File: src/include/tsc_regs_defs.svh
// register indices, field positions, masks and reset values of the terminal status and config bank
`ifndef TSC_REGS_DEFS_SVH
`define TSC_REGS_DEFS_SVH

// word indices; byte address is four times the index
`define TSC_IDX_BIT_WORD    6'h0f
`define TSC_IDX_CONFIG_SIX  6'h18
`define TSC_IDX_CONFIG_SEV  6'h19
`define TSC_IDX_FLAG_COND   6'h1b
`define TSC_IDX_INT_STATUS  6'h20
`define TSC_IDX_INT_MASK    6'h21

// writable bits; reserved positions read as zero
`define TSC_CONFIG_SIX_WMASK 16'hfff7
`define TSC_CONFIG_SEV_WMASK 16'hfc1f

// reset values
`define TSC_CONFIG_SIX_RESET 16'h0000
`define TSC_CONFIG_SEV_RESET 16'h0000
`define TSC_GP_FLAG_RESET    8'h00
`define TSC_INT_STATUS_RESET 16'h0000
`define TSC_INT_MASK_RESET   16'h0000

// flag register write fields
`define TSC_FLAG_CLR_HI  15
`define TSC_FLAG_CLR_LO  8
`define TSC_FLAG_SET_HI  7
`define TSC_FLAG_SET_LO  0

// condition word constant top bit
`define TSC_COND_TOP_BIT 1'h1
`define TSC_COND_OFFLINE 16'h0000

`endif

File: src/include/tsc_pkg.sv
// types shared by the terminal status and config register bank
package tsc_pkg;

  typedef struct packed {
    logic       ebc_enable;
    logic       cpu_access_enh;
    logic       stack_inc_eom;
    logic       gcb_enable;
    logic [2:0] gcb_size;
    logic       isq_drop_invalid;
    logic       isq_drop_valid;
    logic       isq_enable;
    logic       rt_addr_src;
    logic       emm_enable;
    logic       rsvd;
    logic       reg64_enable;
    logic [1:0] clk_sel;
  } tsc_cfg_six_type;

  typedef struct packed {
    logic [5:0] mm_base;
    logic [4:0] rsvd;
    logic       rt_halt;
    logic       resp_1553b;
    logic       ttag_sync;
    logic       wdt_enable;
    logic       mc_reset_sel;
  } tsc_cfg_sev_type;

  typedef struct packed {
    logic [1:0] retry;
    logic       bad_message;
    logic       status_set;
    logic       good_block;
    logic       format_error;
    logic       no_response;
  } tsc_bc_cond_type;

  typedef struct packed {
    tsc_cfg_six_type cfg_six;
    tsc_cfg_sev_type cfg_sev;
    logic [7:0]      gp_flags;
    logic [15:0]     int_status;
    logic [15:0]     int_mask;
    logic [15:0]     fault_prev;
    logic [31:0]     prdata;
    logic            pready;
    logic            pslverr;
    logic            irq;
  } tsc_state_type;

endpackage : tsc_pkg

File: src/tsc_regs.sv
// terminal self-test, configuration and bus-controller flag/condition registers behind an APB slave
`timescale 1ns/100ps
`include "tsc_regs_defs.svh"

module tsc_regs
  import tsc_pkg::*;
#(
  parameter int ADDR_W = 8
)
(
  input  wire logic              CLK_SYS_IN,
  input  wire logic              NRST_IN,
  input  wire logic              PSEL_IN,
  input  wire logic              PENABLE_IN,
  input  wire logic              PWRITE_IN,
  input  wire logic [ADDR_W-1:0] PADDR_IN,
  input  wire logic [31:0]       PWDATA_IN,
  output logic      [31:0]       PRDATA_OUT,
  output logic                   PREADY_OUT,
  output logic                   PSLVERR_OUT,
  input  wire logic [15:0]       BIT_FAULT_IN,
  input  wire tsc_bc_cond_type   BC_COND_IN,
  input  wire logic              BC_ONLINE_IN,
  input  wire logic              CMP_LOAD_IN,
  input  wire logic              CMP_EQUAL_IN,
  input  wire logic              CMP_LESS_IN,
  output tsc_cfg_six_type        CONFIG_SIX_OUT,
  output tsc_cfg_sev_type        CONFIG_SEVEN_OUT,
  output logic      [7:0]        GP_FLAG_OUT,
  output logic                   IRQ_OUT
);

  localparam tsc_state_type RESET_STATE = '{
    cfg_six:    tsc_cfg_six_type'(`TSC_CONFIG_SIX_RESET),
    cfg_sev:    tsc_cfg_sev_type'(`TSC_CONFIG_SEV_RESET),
    gp_flags:   `TSC_GP_FLAG_RESET,
    int_status: `TSC_INT_STATUS_RESET,
    int_mask:   `TSC_INT_MASK_RESET,
    fault_prev: 16'h0000,
    prdata:     32'h0000_0000,
    pready:     1'h0,
    pslverr:    1'h0,
    irq:        1'h0
  };

  tsc_state_type st;
  tsc_state_type next_st;

  logic        setup;
  logic        commit;
  logic        online;
  logic [15:0] wdata16;
  logic [7:0]  flag_clr;
  logic [7:0]  flag_set;
  logic [15:0] fault_rise;
  logic [15:0] cond_word;

  // word index match; low two address bits are ignored as on any word-wide APB slave
  function automatic logic reg_hit(input logic [ADDR_W-1:0] addr, input logic [5:0] idx);
    reg_hit = (addr[ADDR_W-1:2] == (ADDR_W-2)'(idx));
  endfunction : reg_hit

  function automatic logic reg_mapped(input logic [ADDR_W-1:0] addr);
    reg_mapped = reg_hit(addr, `TSC_IDX_BIT_WORD) || reg_hit(addr, `TSC_IDX_CONFIG_SIX)
              || reg_hit(addr, `TSC_IDX_CONFIG_SEV) || reg_hit(addr, `TSC_IDX_FLAG_COND)
              || reg_hit(addr, `TSC_IDX_INT_STATUS) || reg_hit(addr, `TSC_IDX_INT_MASK);
  endfunction : reg_mapped

  assign setup      = PSEL_IN && !PENABLE_IN;
  // pready is only ever high in the access phase, so this is the one completing edge
  assign commit     = PSEL_IN && PENABLE_IN && st.pready && PWRITE_IN;
  assign online     = st.cfg_six.ebc_enable && BC_ONLINE_IN;
  assign wdata16    = PWDATA_IN[15:0];
  assign flag_clr   = PWDATA_IN[`TSC_FLAG_CLR_HI:`TSC_FLAG_CLR_LO];
  assign flag_set   = PWDATA_IN[`TSC_FLAG_SET_HI:`TSC_FLAG_SET_LO];
  assign fault_rise = BIT_FAULT_IN & ~st.fault_prev;

  // condition word; flags 1 and 0 double as the equal and less-than compare results
  always_comb
  begin
    if (online)
    begin
      cond_word = {`TSC_COND_TOP_BIT, BC_COND_IN.retry, BC_COND_IN.bad_message,
                   BC_COND_IN.status_set, BC_COND_IN.good_block, BC_COND_IN.format_error,
                   BC_COND_IN.no_response, st.gp_flags[7:2], st.gp_flags[1], st.gp_flags[0]};
    end
    else
    begin
      cond_word = `TSC_COND_OFFLINE;
    end
  end

  always_comb
  begin
    next_st = st;

    // engine compare result lands first so a host write in the same cycle overrides it
    if (CMP_LOAD_IN)
    begin
      next_st.gp_flags[1] = CMP_EQUAL_IN;
      next_st.gp_flags[0] = CMP_LESS_IN;
    end

    // fault edges are sticky until software writes a one back
    next_st.fault_prev = BIT_FAULT_IN;
    if (commit && reg_hit(PADDR_IN, `TSC_IDX_INT_STATUS))
    begin
      next_st.int_status = st.int_status & ~wdata16;
    end
    next_st.int_status = next_st.int_status | fault_rise;

    if (commit)
    begin
      if (reg_hit(PADDR_IN, `TSC_IDX_CONFIG_SIX))
      begin
        next_st.cfg_six = tsc_cfg_six_type'(wdata16 & `TSC_CONFIG_SIX_WMASK);
      end
      if (reg_hit(PADDR_IN, `TSC_IDX_CONFIG_SEV))
      begin
        next_st.cfg_sev = tsc_cfg_sev_type'(wdata16 & `TSC_CONFIG_SEV_WMASK);
      end
      if (reg_hit(PADDR_IN, `TSC_IDX_FLAG_COND))
      begin
        // clear is applied after set, so a bit asked for both ends up zero
        next_st.gp_flags = (next_st.gp_flags | flag_set) & ~flag_clr;
      end
      if (reg_hit(PADDR_IN, `TSC_IDX_INT_MASK))
      begin
        next_st.int_mask = wdata16;
      end
    end

    // no wait state: answer is prepared on the setup edge and offered in the access phase
    next_st.pready  = setup;
    next_st.pslverr = 1'h0;
    next_st.prdata  = 32'h0000_0000;
    if (setup)
    begin
      if (!reg_mapped(PADDR_IN))
      begin
        next_st.pslverr = 1'h1;
      end
      else if (PWRITE_IN && reg_hit(PADDR_IN, `TSC_IDX_BIT_WORD))
      begin
        next_st.pslverr = 1'h1;
      end
      else if (!PWRITE_IN)
      begin
        if (reg_hit(PADDR_IN, `TSC_IDX_BIT_WORD))
        begin
          next_st.prdata = {16'h0000, BIT_FAULT_IN};
        end
        else if (reg_hit(PADDR_IN, `TSC_IDX_CONFIG_SIX))
        begin
          next_st.prdata = {16'h0000, 16'(st.cfg_six)};
        end
        else if (reg_hit(PADDR_IN, `TSC_IDX_CONFIG_SEV))
        begin
          next_st.prdata = {16'h0000, 16'(st.cfg_sev)};
        end
        else if (reg_hit(PADDR_IN, `TSC_IDX_FLAG_COND))
        begin
          next_st.prdata = {16'h0000, cond_word};
        end
        else if (reg_hit(PADDR_IN, `TSC_IDX_INT_STATUS))
        begin
          next_st.prdata = {16'h0000, st.int_status};
        end
        else
        begin
          next_st.prdata = {16'h0000, st.int_mask};
        end
      end
    end

    next_st.irq = |(next_st.int_status & next_st.int_mask);
  end

  always_ff @(posedge CLK_SYS_IN)
  begin
    if (!NRST_IN)
    begin
      st <= RESET_STATE;
    end
    else
    begin
      st <= next_st;
    end
  end

  assign PRDATA_OUT       = st.prdata;
  assign PREADY_OUT       = st.pready;
  assign PSLVERR_OUT      = st.pslverr;
  assign CONFIG_SIX_OUT   = st.cfg_six;
  assign CONFIG_SEVEN_OUT = st.cfg_sev;
  assign GP_FLAG_OUT      = st.gp_flags;
  assign IRQ_OUT          = st.irq;

  // checking helpers
  logic [7:0]  chk_set_only;
  logic [7:0]  chk_flags;
  logic        chk_wr_flag;
  logic        chk_rd_cond;
  logic        chk_rd_bit;
  logic        chk_wr_six;
  logic        chk_wr_sev;
  logic [15:0] chk_six_exp;
  logic [15:0] chk_sev_exp;

  assign chk_set_only = flag_set & ~flag_clr;
  assign chk_flags    = st.gp_flags;
  assign chk_wr_flag  = commit && reg_hit(PADDR_IN, `TSC_IDX_FLAG_COND) && !CMP_LOAD_IN;
  assign chk_rd_cond  = setup && !PWRITE_IN && reg_hit(PADDR_IN, `TSC_IDX_FLAG_COND);
  assign chk_rd_bit   = setup && !PWRITE_IN && reg_hit(PADDR_IN, `TSC_IDX_BIT_WORD);
  assign chk_wr_six   = commit && reg_hit(PADDR_IN, `TSC_IDX_CONFIG_SIX);
  assign chk_wr_sev   = commit && reg_hit(PADDR_IN, `TSC_IDX_CONFIG_SEV);
  assign chk_six_exp  = wdata16 & `TSC_CONFIG_SIX_WMASK;
  assign chk_sev_exp  = wdata16 & `TSC_CONFIG_SEV_WMASK;
endmodule : tsc_regs

File: config.mk
export PLATFORM = sky130hd
export DESIGN_NAME = tsc_regs
export DESIGN_NICKNAME = d
export VERILOG_FILES = /design/src/include/tsc_pkg.sv /design/src/tsc_regs.sv
export VERILOG_INCLUDE_DIRS = /design/src /design/src/include
export SDC_FILE = /design/constraint.sdc
export NUM_CORES = 1
export LEC_CHECK = 0
export BUFFER_PORTS_ARGS = -buffer_cell sky130_fd_sc_hd__buf_4
export CAP_MARGIN = 20
export CELL_PAD_IN_SITES_DETAIL_PLACEMENT = 1
export CELL_PAD_IN_SITES_GLOBAL_PLACEMENT = 1
export CORE_MARGIN = 5
export CORE_UTILIZATION = 40
export CTS_CLUSTER_DIAMETER = 50
export DETAILED_ROUTE_END_ITERATION = 10
export GPL_TIMING_DRIVEN = 0
export PLACE_DENSITY = 0.86
export SLEW_MARGIN = 25
export SYNTH_ARGS = -nofsm -noshare
export SYNTH_HDL_FRONTEND = slang
export SYNTH_SLANG_ARGS = --single-unit
File: constraint.sdc
create_clock -name CLK_SYS_IN -period 3.3 [get_ports CLK_SYS_IN]
set_input_delay 0.33 -clock CLK_SYS_IN [delete_from_list [all_inputs] [get_ports CLK_SYS_IN]]
set_output_delay 0.33 -clock CLK_SYS_IN [all_outputs]
set_load 0.05 [all_outputs]
==> results by group, run 1 <==
Outcome
  • Status: completed

Timing
  • RSZ-0062 raised after global routing: no
  • Slew Limit Fails: 0
  • Setup ws final: 0.451 ns
  • Post-route clock period utilization: 0.863
  • Clk_skew: 0.00889 ns
  • Slew HR: 0.252
  • Tightest hold margin: 0.205 ns
  • Fmax: 351 MHz
  • Fin. Hold Viols: 0
  • Worst-Margin Slew: 1.11 ns
  • Setup TNS: 0 ns
  • Tmin final: 2.85 ns
  • Endpoints failing setup: 0

Placed design
  • Pre-CTS WS: 0.397 ns
  • Gpl congestion: 0.939
  • Area post-placement: 0.00585 mm^2
  • # placed instances: 831
  • # port buffers: 104
  • DP Wirelength: 13.2 mm

Clocking
  • CTS clk-pin slew, worst paths: 0.07 ns
  • # resized after CTS: 0
  • Hold Buf Count CTS: 0
  • Clk_lat worst skew: 0.35 ns
  • Setup bufs post-CTS: 0
  • Root Buffer: clkbuf_16
  • Cts bufs inserted: 9
  • CTS tree: yes
  • Clock sink total: 101
  • CTS H-Tree Depth: 3
  • Max Root-Sink Buffers: 2

Cells and area
  • Final #Nets: 767
  • Most frequent cells in the layout: 176 x buf_4, 101 x dfxtp_1, 55 x nor2_1, 49 x a21oi_1, 47 x nand2_1
  • Fillers: 1425
  • Antenna Cells: 0
  • Area growth, synth to finish: 28.1%
  • Cell Count, Final, Fillers Out: 847
  • Design area: 0.00615 mm^2
  • Fraction of layout cells with a size suffix above 1: 0.293
  • Most common cell after layout, fill and taps aside: buf_4
  • Finished Core Util: 0.517

Pwr
  • Internal: 1.94 mW
  • Max VDD drop: 0.000245 V
  • Sw Ratio: 0.257
  • Power per cell area: 424 mW/mm^2
  • Tot Pwr: 2.61 mW
  • Leak: 2.82 nW
  • Sequential share of power: 0.484
  • Comb power frac: 0.108
  • P_sw: 0.670 mW
  • Clock power frac: 0.409

Yosys
  • Primary FF master, synth: dfxtp_1
  • Leading area contributor after synthesis: dfxtp_1
  • Mapped Cells: 559
  • Ys async rst share: 0
  • Ys Warns: 0
  • Top cells by area, synth: dfxtp_1 42%, buf_4 11%, mux2i_1 8.5%
  • Share of the synthesized area in the top cell type: 0.421
  • EDFF count, synth: 0
  • Netlist Area Pre-Place: 0.00480 mm^2
  • Avg Cell Area, Syn: 8.60 um^2
  • Synth Register Bits: 101
  • Netlist cell types: 42
  • Post-synthesis sequential area ratio: 0.421

Global routing
  • First-pass GRT wire length: 26.9 mm
  • Vias in the first global route: 4955
  • Largest net degree at the start of global routing: 17
  • Initial antenna violation count: 0
  • Global route overflow: 0
  • Gr usage total: 0.241

Critical path
  • Crit path launch type: register
  • Worst reg-to-reg path cell count: 8
  • Top delay family on crit path: simple AND/OR/NAND/NOR gates
  • Worst R2R Setup Slack: 0.45 ns
  • R2R Path Start: PREADY_OUT
  • Setup crit end kind: register
  • CP cell instances: and4_1 -> clkbuf_1 -> buf_2 -> nand4_1 -> a21oi_1 -> o22ai_1 -> or4_1 -> o41a_1
  • Master of the slowest instance on the critical path: or4_1
  • Crit path kind: reg -> reg
  • WP buf/inv: 2
  • Crit path required time: 3.51 ns
  • RR Endpoint: IRQ_OUT
  • Worst Path Arrival: 3.06 ns
  • CP max stage delay: 0.56 ns
  • CP Max Fanout: 10

Floorplanning
  • Floorplan core area: 0.0119 mm^2
  • Cell Rows: 40
  • # IOs: 147
  • Die width: 120 um
  • Die area: 0.0143 mm^2
  • Starting density of the core: 0.403
  • Die Y: 120 um

Detailed routing
  • Residual DRC count: 0
  • Pre-Repair DR Iteration Count: 4
  • Wire per inst: 20.8 um
  • Routed vias: 4656
  • DRT antenna net count: 0
  • Routed WL: 17.6 mm
  • Vias per cell: 5.50
  • Initial drt markers: 389

Hold path
  • HP Start: BIT_FAULT_IN[14]
  • Hold Path End: st[49]
  • Hold path depth: 2
  • Hold crit path type: in -> reg

Run
  • Maxcap violations: 0
layer usage:
layer	share of wire	global-route usage	vias up	wire, um
met2	0.48	0.407	220	8470
met4	0.034	0.100	0	591
li1	-	-	2119	-
met3	0.074	0.0533	56	1310
met5	0	0	-	0
met1	0.41	0.298	2261	7230
cell usage after synthesis, types with 10 or more instances:
master	count
o21ai_0	19
a211oi_1	15
a22oi_1	11
nand4_1	10
nor2_1	55
buf_4	72
nand2_1	47
nor2b_1	16
dfxtp_1	101
and2_1	16
a21oi_1	49
mux2i_1	41
nand3_1	21
clkbuf_1	25
worst register-to-register path: cells and delay by family (launching register included):
kind,cells,cell delay [ns]
AND/OR/NAND/NOR,3,0.88
buffers and inverters,2,0.73
flip-flops,1,0.34
AO/OA/AOI/OAI,3,0.77
cell type report:
| class | instances | area (um^2) | share of cell area |
|---|---|---|---|
| Clock buffer | 11 | 233 | 0.0378 |
| Multi-Input combinational cell | 370 | 2170 | 0.353 |
| Clock inverter | 5 | 58.8 | 0.00956 |
| Tap cell | 147 | 184 | 0.0299 |
| Inverter | 2 | 7.51 | 0.00122 |
| Timing Repair Buffer | 104 | 781 | 0.127 |
| Buffer | 107 | 694 | 0.113 |
| Sequential cell | 101 | 2020 | 0.329 |
flip-flops by register name, indices dropped and copies added, names as in the netlist:
name and cells:
CONFIG_SEVEN_OUT 11, CONFIG_SIX_OUT 15, GP_FLAG_OUT 8, IRQ_OUT 1
PRDATA_OUT 16, PREADY_OUT 1, PSLVERR_OUT 1, st 48
worst max path at each step:
stage	from	endpoint	slack, ns	cells past startpoint
floorplan	PREADY_OUT	IRQ_OUT	0.75	9
global placement	PWRITE_IN	IRQ_OUT	0.45	10
detailed placement	PADDR_IN[2]	PRDATA_OUT[9]	0.40	6
CTS	PREADY_OUT	IRQ_OUT	0.52	9
global route	PREADY_OUT	IRQ_OUT	0.37	9
finish	PREADY_OUT	IRQ_OUT	0.45	8
logic make-up (layout without fill, tap and decap cells):
kind of cell | count (synthesis) | count (layout) | share of synthesized area
other | 1 | 22 | 0.000781
flip-flops | 101 | 101 | 0.421
buffers and inverters | 109 | 229 | 0.146
AO/OA/AOI/OAI | 123 | 123 | 0.156
multiplexers | 41 | 41 | 0.0854
AND/OR/NAND/NOR | 184 | 184 | 0.191
power groups by stage:
stage | logic [mW] | registers [mW] | clock network, mW
global placement | 0.267 | 1.29 | 0
finish | 0.281 | 1.26 | 1.06
detailed placement | 0.273 | 1.29 | 0
CTS | 0.275 | 1.26 | 1.07
global route | 0.296 | 1.26 | 1.12
floorplan | 0.156 | 1.29 | 0
Note: power is estimated with default switching activity, not from simulation.
==> inputs of run 2 (changes only) <==
Settings changed: CORE_UTILIZATION 40 to 42, CTS_BUF_LIST set to sky130_fd_sc_hd__clkbuf_4, PLACE_DENSITY 0.86 to 0.9.
==> run 2 against run 1 <==
- critical path depth unchanged
- fmax decreased by 1.7%
- global-route usage increased by 1.4 points
- register-to-register slack got worse by 0.05 ns
- sequential share of layout area increased by 0.93 points
- wire length decreased by 1.5%
- clock power decreased by 40%
- cell count decreased by 0.71%
- sequential cell count unchanged
- largest cell class unchanged
- largest power group unchanged
- highest routed layer unchanged
==> results by group, run 2 (synthesis gave the netlist of run 1 again) <==
Outcome
  • Status: completed

Clocking
  • Setup bufs post-CTS: 0
  • Max Root-Sink Buffers: 2
  • CTS tree: yes
  • Clk_lat worst skew: 0.46 ns
  • CTS H-Tree Depth: 3
  • # resized after CTS: 0
  • Root Buffer: clkbuf_4
  • Clock sink total: 101
  • Cts bufs inserted: 9
  • CTS clk-pin slew, worst paths: 0.16 ns
  • Hold Buf Count CTS: 0

Global routing
  • Largest net degree at the start of global routing: 16
  • Gr usage total: 0.255
  • First-pass GRT wire length: 26.0 mm
  • Global route overflow: 0
  • Initial antenna violation count: 0
  • Vias in the first global route: 4768

Run
  • Maxcap violations: 0

Timing
  • Fmax: 345 MHz
  • Endpoints failing setup: 0
  • Slew HR: 0.412
  • Post-route clock period utilization: 0.879
  • Tmin final: 2.90 ns
  • Slew Limit Fails: 0
  • RSZ-0062 raised after global routing: no
  • Clk_skew: 0.0204 ns
  • Worst-Margin Slew: 0.883 ns
  • Setup TNS: 0 ns
  • Fin. Hold Viols: 0

Critical path
  • Worst reg-to-reg path cell count: 8
  • Worst R2R Setup Slack: 0.40 ns
  • CP startpoint: PREADY_OUT
  • R2R Path Start: PREADY_OUT
  • Crit path to: IRQ_OUT
  • Crit path kind: reg -> reg
  • CP Max Fanout: 10
  • Setup crit end kind: register
  • Crit path required time: 3.65 ns
  • RR Endpoint: IRQ_OUT
  • Worst Path Arrival: 3.25 ns
  • Crit path launch type: register

Floorplanning
  • Die area: 0.0137 mm^2
  • Starting density of the core: 0.424
  • # IOs: 147
  • Cell Rows: 39
  • Die Y: 117 um
  • Die width: 117 um
  • Floorplan core area: 0.0113 mm^2

Detailed routing
  • Met2 WL post-DR: 8.38 mm
  • DRT antenna net count: 0
  • WL met1: 6.96 mm
  • Vias per cell: 5.47
  • Pre-Repair DR Iteration Count: 5
  • Top routing layer in use: met4
  • Met3 routed WL: 1.46 mm
  • Wire per inst: 20.6 um
  • Initial drt markers: 388
  • Routed WL: 17.3 mm
  • Routed vias: 4604
  • Residual DRC count: 0

Cells and area
  • Area growth, synth to finish: 24.6%
  • Most frequent cells in the layout: 176 x buf_4, 101 x dfxtp_1, 55 x nor2_1, 49 x a21oi_1, 47 x nand2_1
  • Design area: 0.00598 mm^2
  • Most common cell after layout, fill and taps aside: buf_4
  • Finished Core Util: 0.529
  • Max reg flops: 48
  • Final #Nets: 767
  • Top reg by flops: st
  • Antenna Cells: 0
  • Fraction of layout cells with a size suffix above 1: 0.294

Placed design
  • DP Wirelength: 12.9 mm
  • # port buffers: 104
  • Gpl congestion: 0.937
  • Area post-placement: 0.00584 mm^2

Pwr
  • Max VDD drop: 0.000188 V
  • Tot Pwr: 2.17 mW
  • Power per cell area: 363 mW/mm^2
  • Leak: 2.75 nW

Hold path
  • Hold crit path type: in -> reg
[run 2: cell count changes in the layout (fill, tap and decap cells not counted), sizes merged]
cell	delta
clkbuf	-2
clkinv	+1
inv	-1
[run 2: cell type report]
class | instances | area (um^2)
Clock inverter | 5 | 53.8
Buffer | 107 | 694
Timing Repair Buffer | 104 | 781
Clock buffer | 9 | 67.6
Sequential cell | 101 | 2020
Tap cell | 143 | 179
Fill cell | 1413 | 5340
Inverter | 2 | 7.51
Multi-Input combinational cell | 370 | 2180
[run 2: where the power goes]
group / switching, mW / total, mW / internal (mW) / leakage [nW]
registers: 0.0133 / 1.26 / 1.25 / 0.823
clock network: 0.412 / 0.631 / 0.219 / 0.0613
logic: 0.180 / 0.280 / 0.0993 / 1.87
[run 2: critical path, cell delays in order (launching register included)]
cell and delay, ns:
dfxtp_1 0.35, and4_1 0.18, clkbuf_1 0.38, buf_2 0.36, nand4_1 0.14, a21oi_1 0.26
o22ai_1 0.17, or4_1 0.58, o41a_1 0.36
[run 2: worst min path at each step]
stage	start	endpoint	slack, ns	cells after the start
CTS	BIT_FAULT_IN[4]	st[39]	0.07	2
floorplan	PWDATA_IN[10]	GP_FLAG_OUT[2]	0.43	1
global route	BIT_FAULT_IN[15]	st[50]	0.05	2
detailed placement	CONFIG_SIX_OUT[11]	CONFIG_SIX_OUT[11]	0.46	2
finish	PWDATA_IN[12]	GP_FLAG_OUT[4]	0.08	2
global placement	CONFIG_SIX_OUT[0]	CONFIG_SIX_OUT[0]	0.46	2
[run 2: metal layers]
metal  up-vias  global-route usage
met5         -                   0
met4         0              0.0910
met3        36              0.0499
met2       200               0.436
met1      2253               0.322
li1       2115                   -
[run 2: per-stage QoR]
step | setup slack (ns) | instances | hold slack [ns]
after detailed placement | 0.324 | 827 | 0.465
after CTS | 0.506 | 841 | 0.0654
after floorplan | 0.747 | 580 | 0.427
after global routing | 0.372 | 841 | 0.0485
after global placement | 0.431 | 827 | 0.461
final | 0.400 | 841 | 0.0799
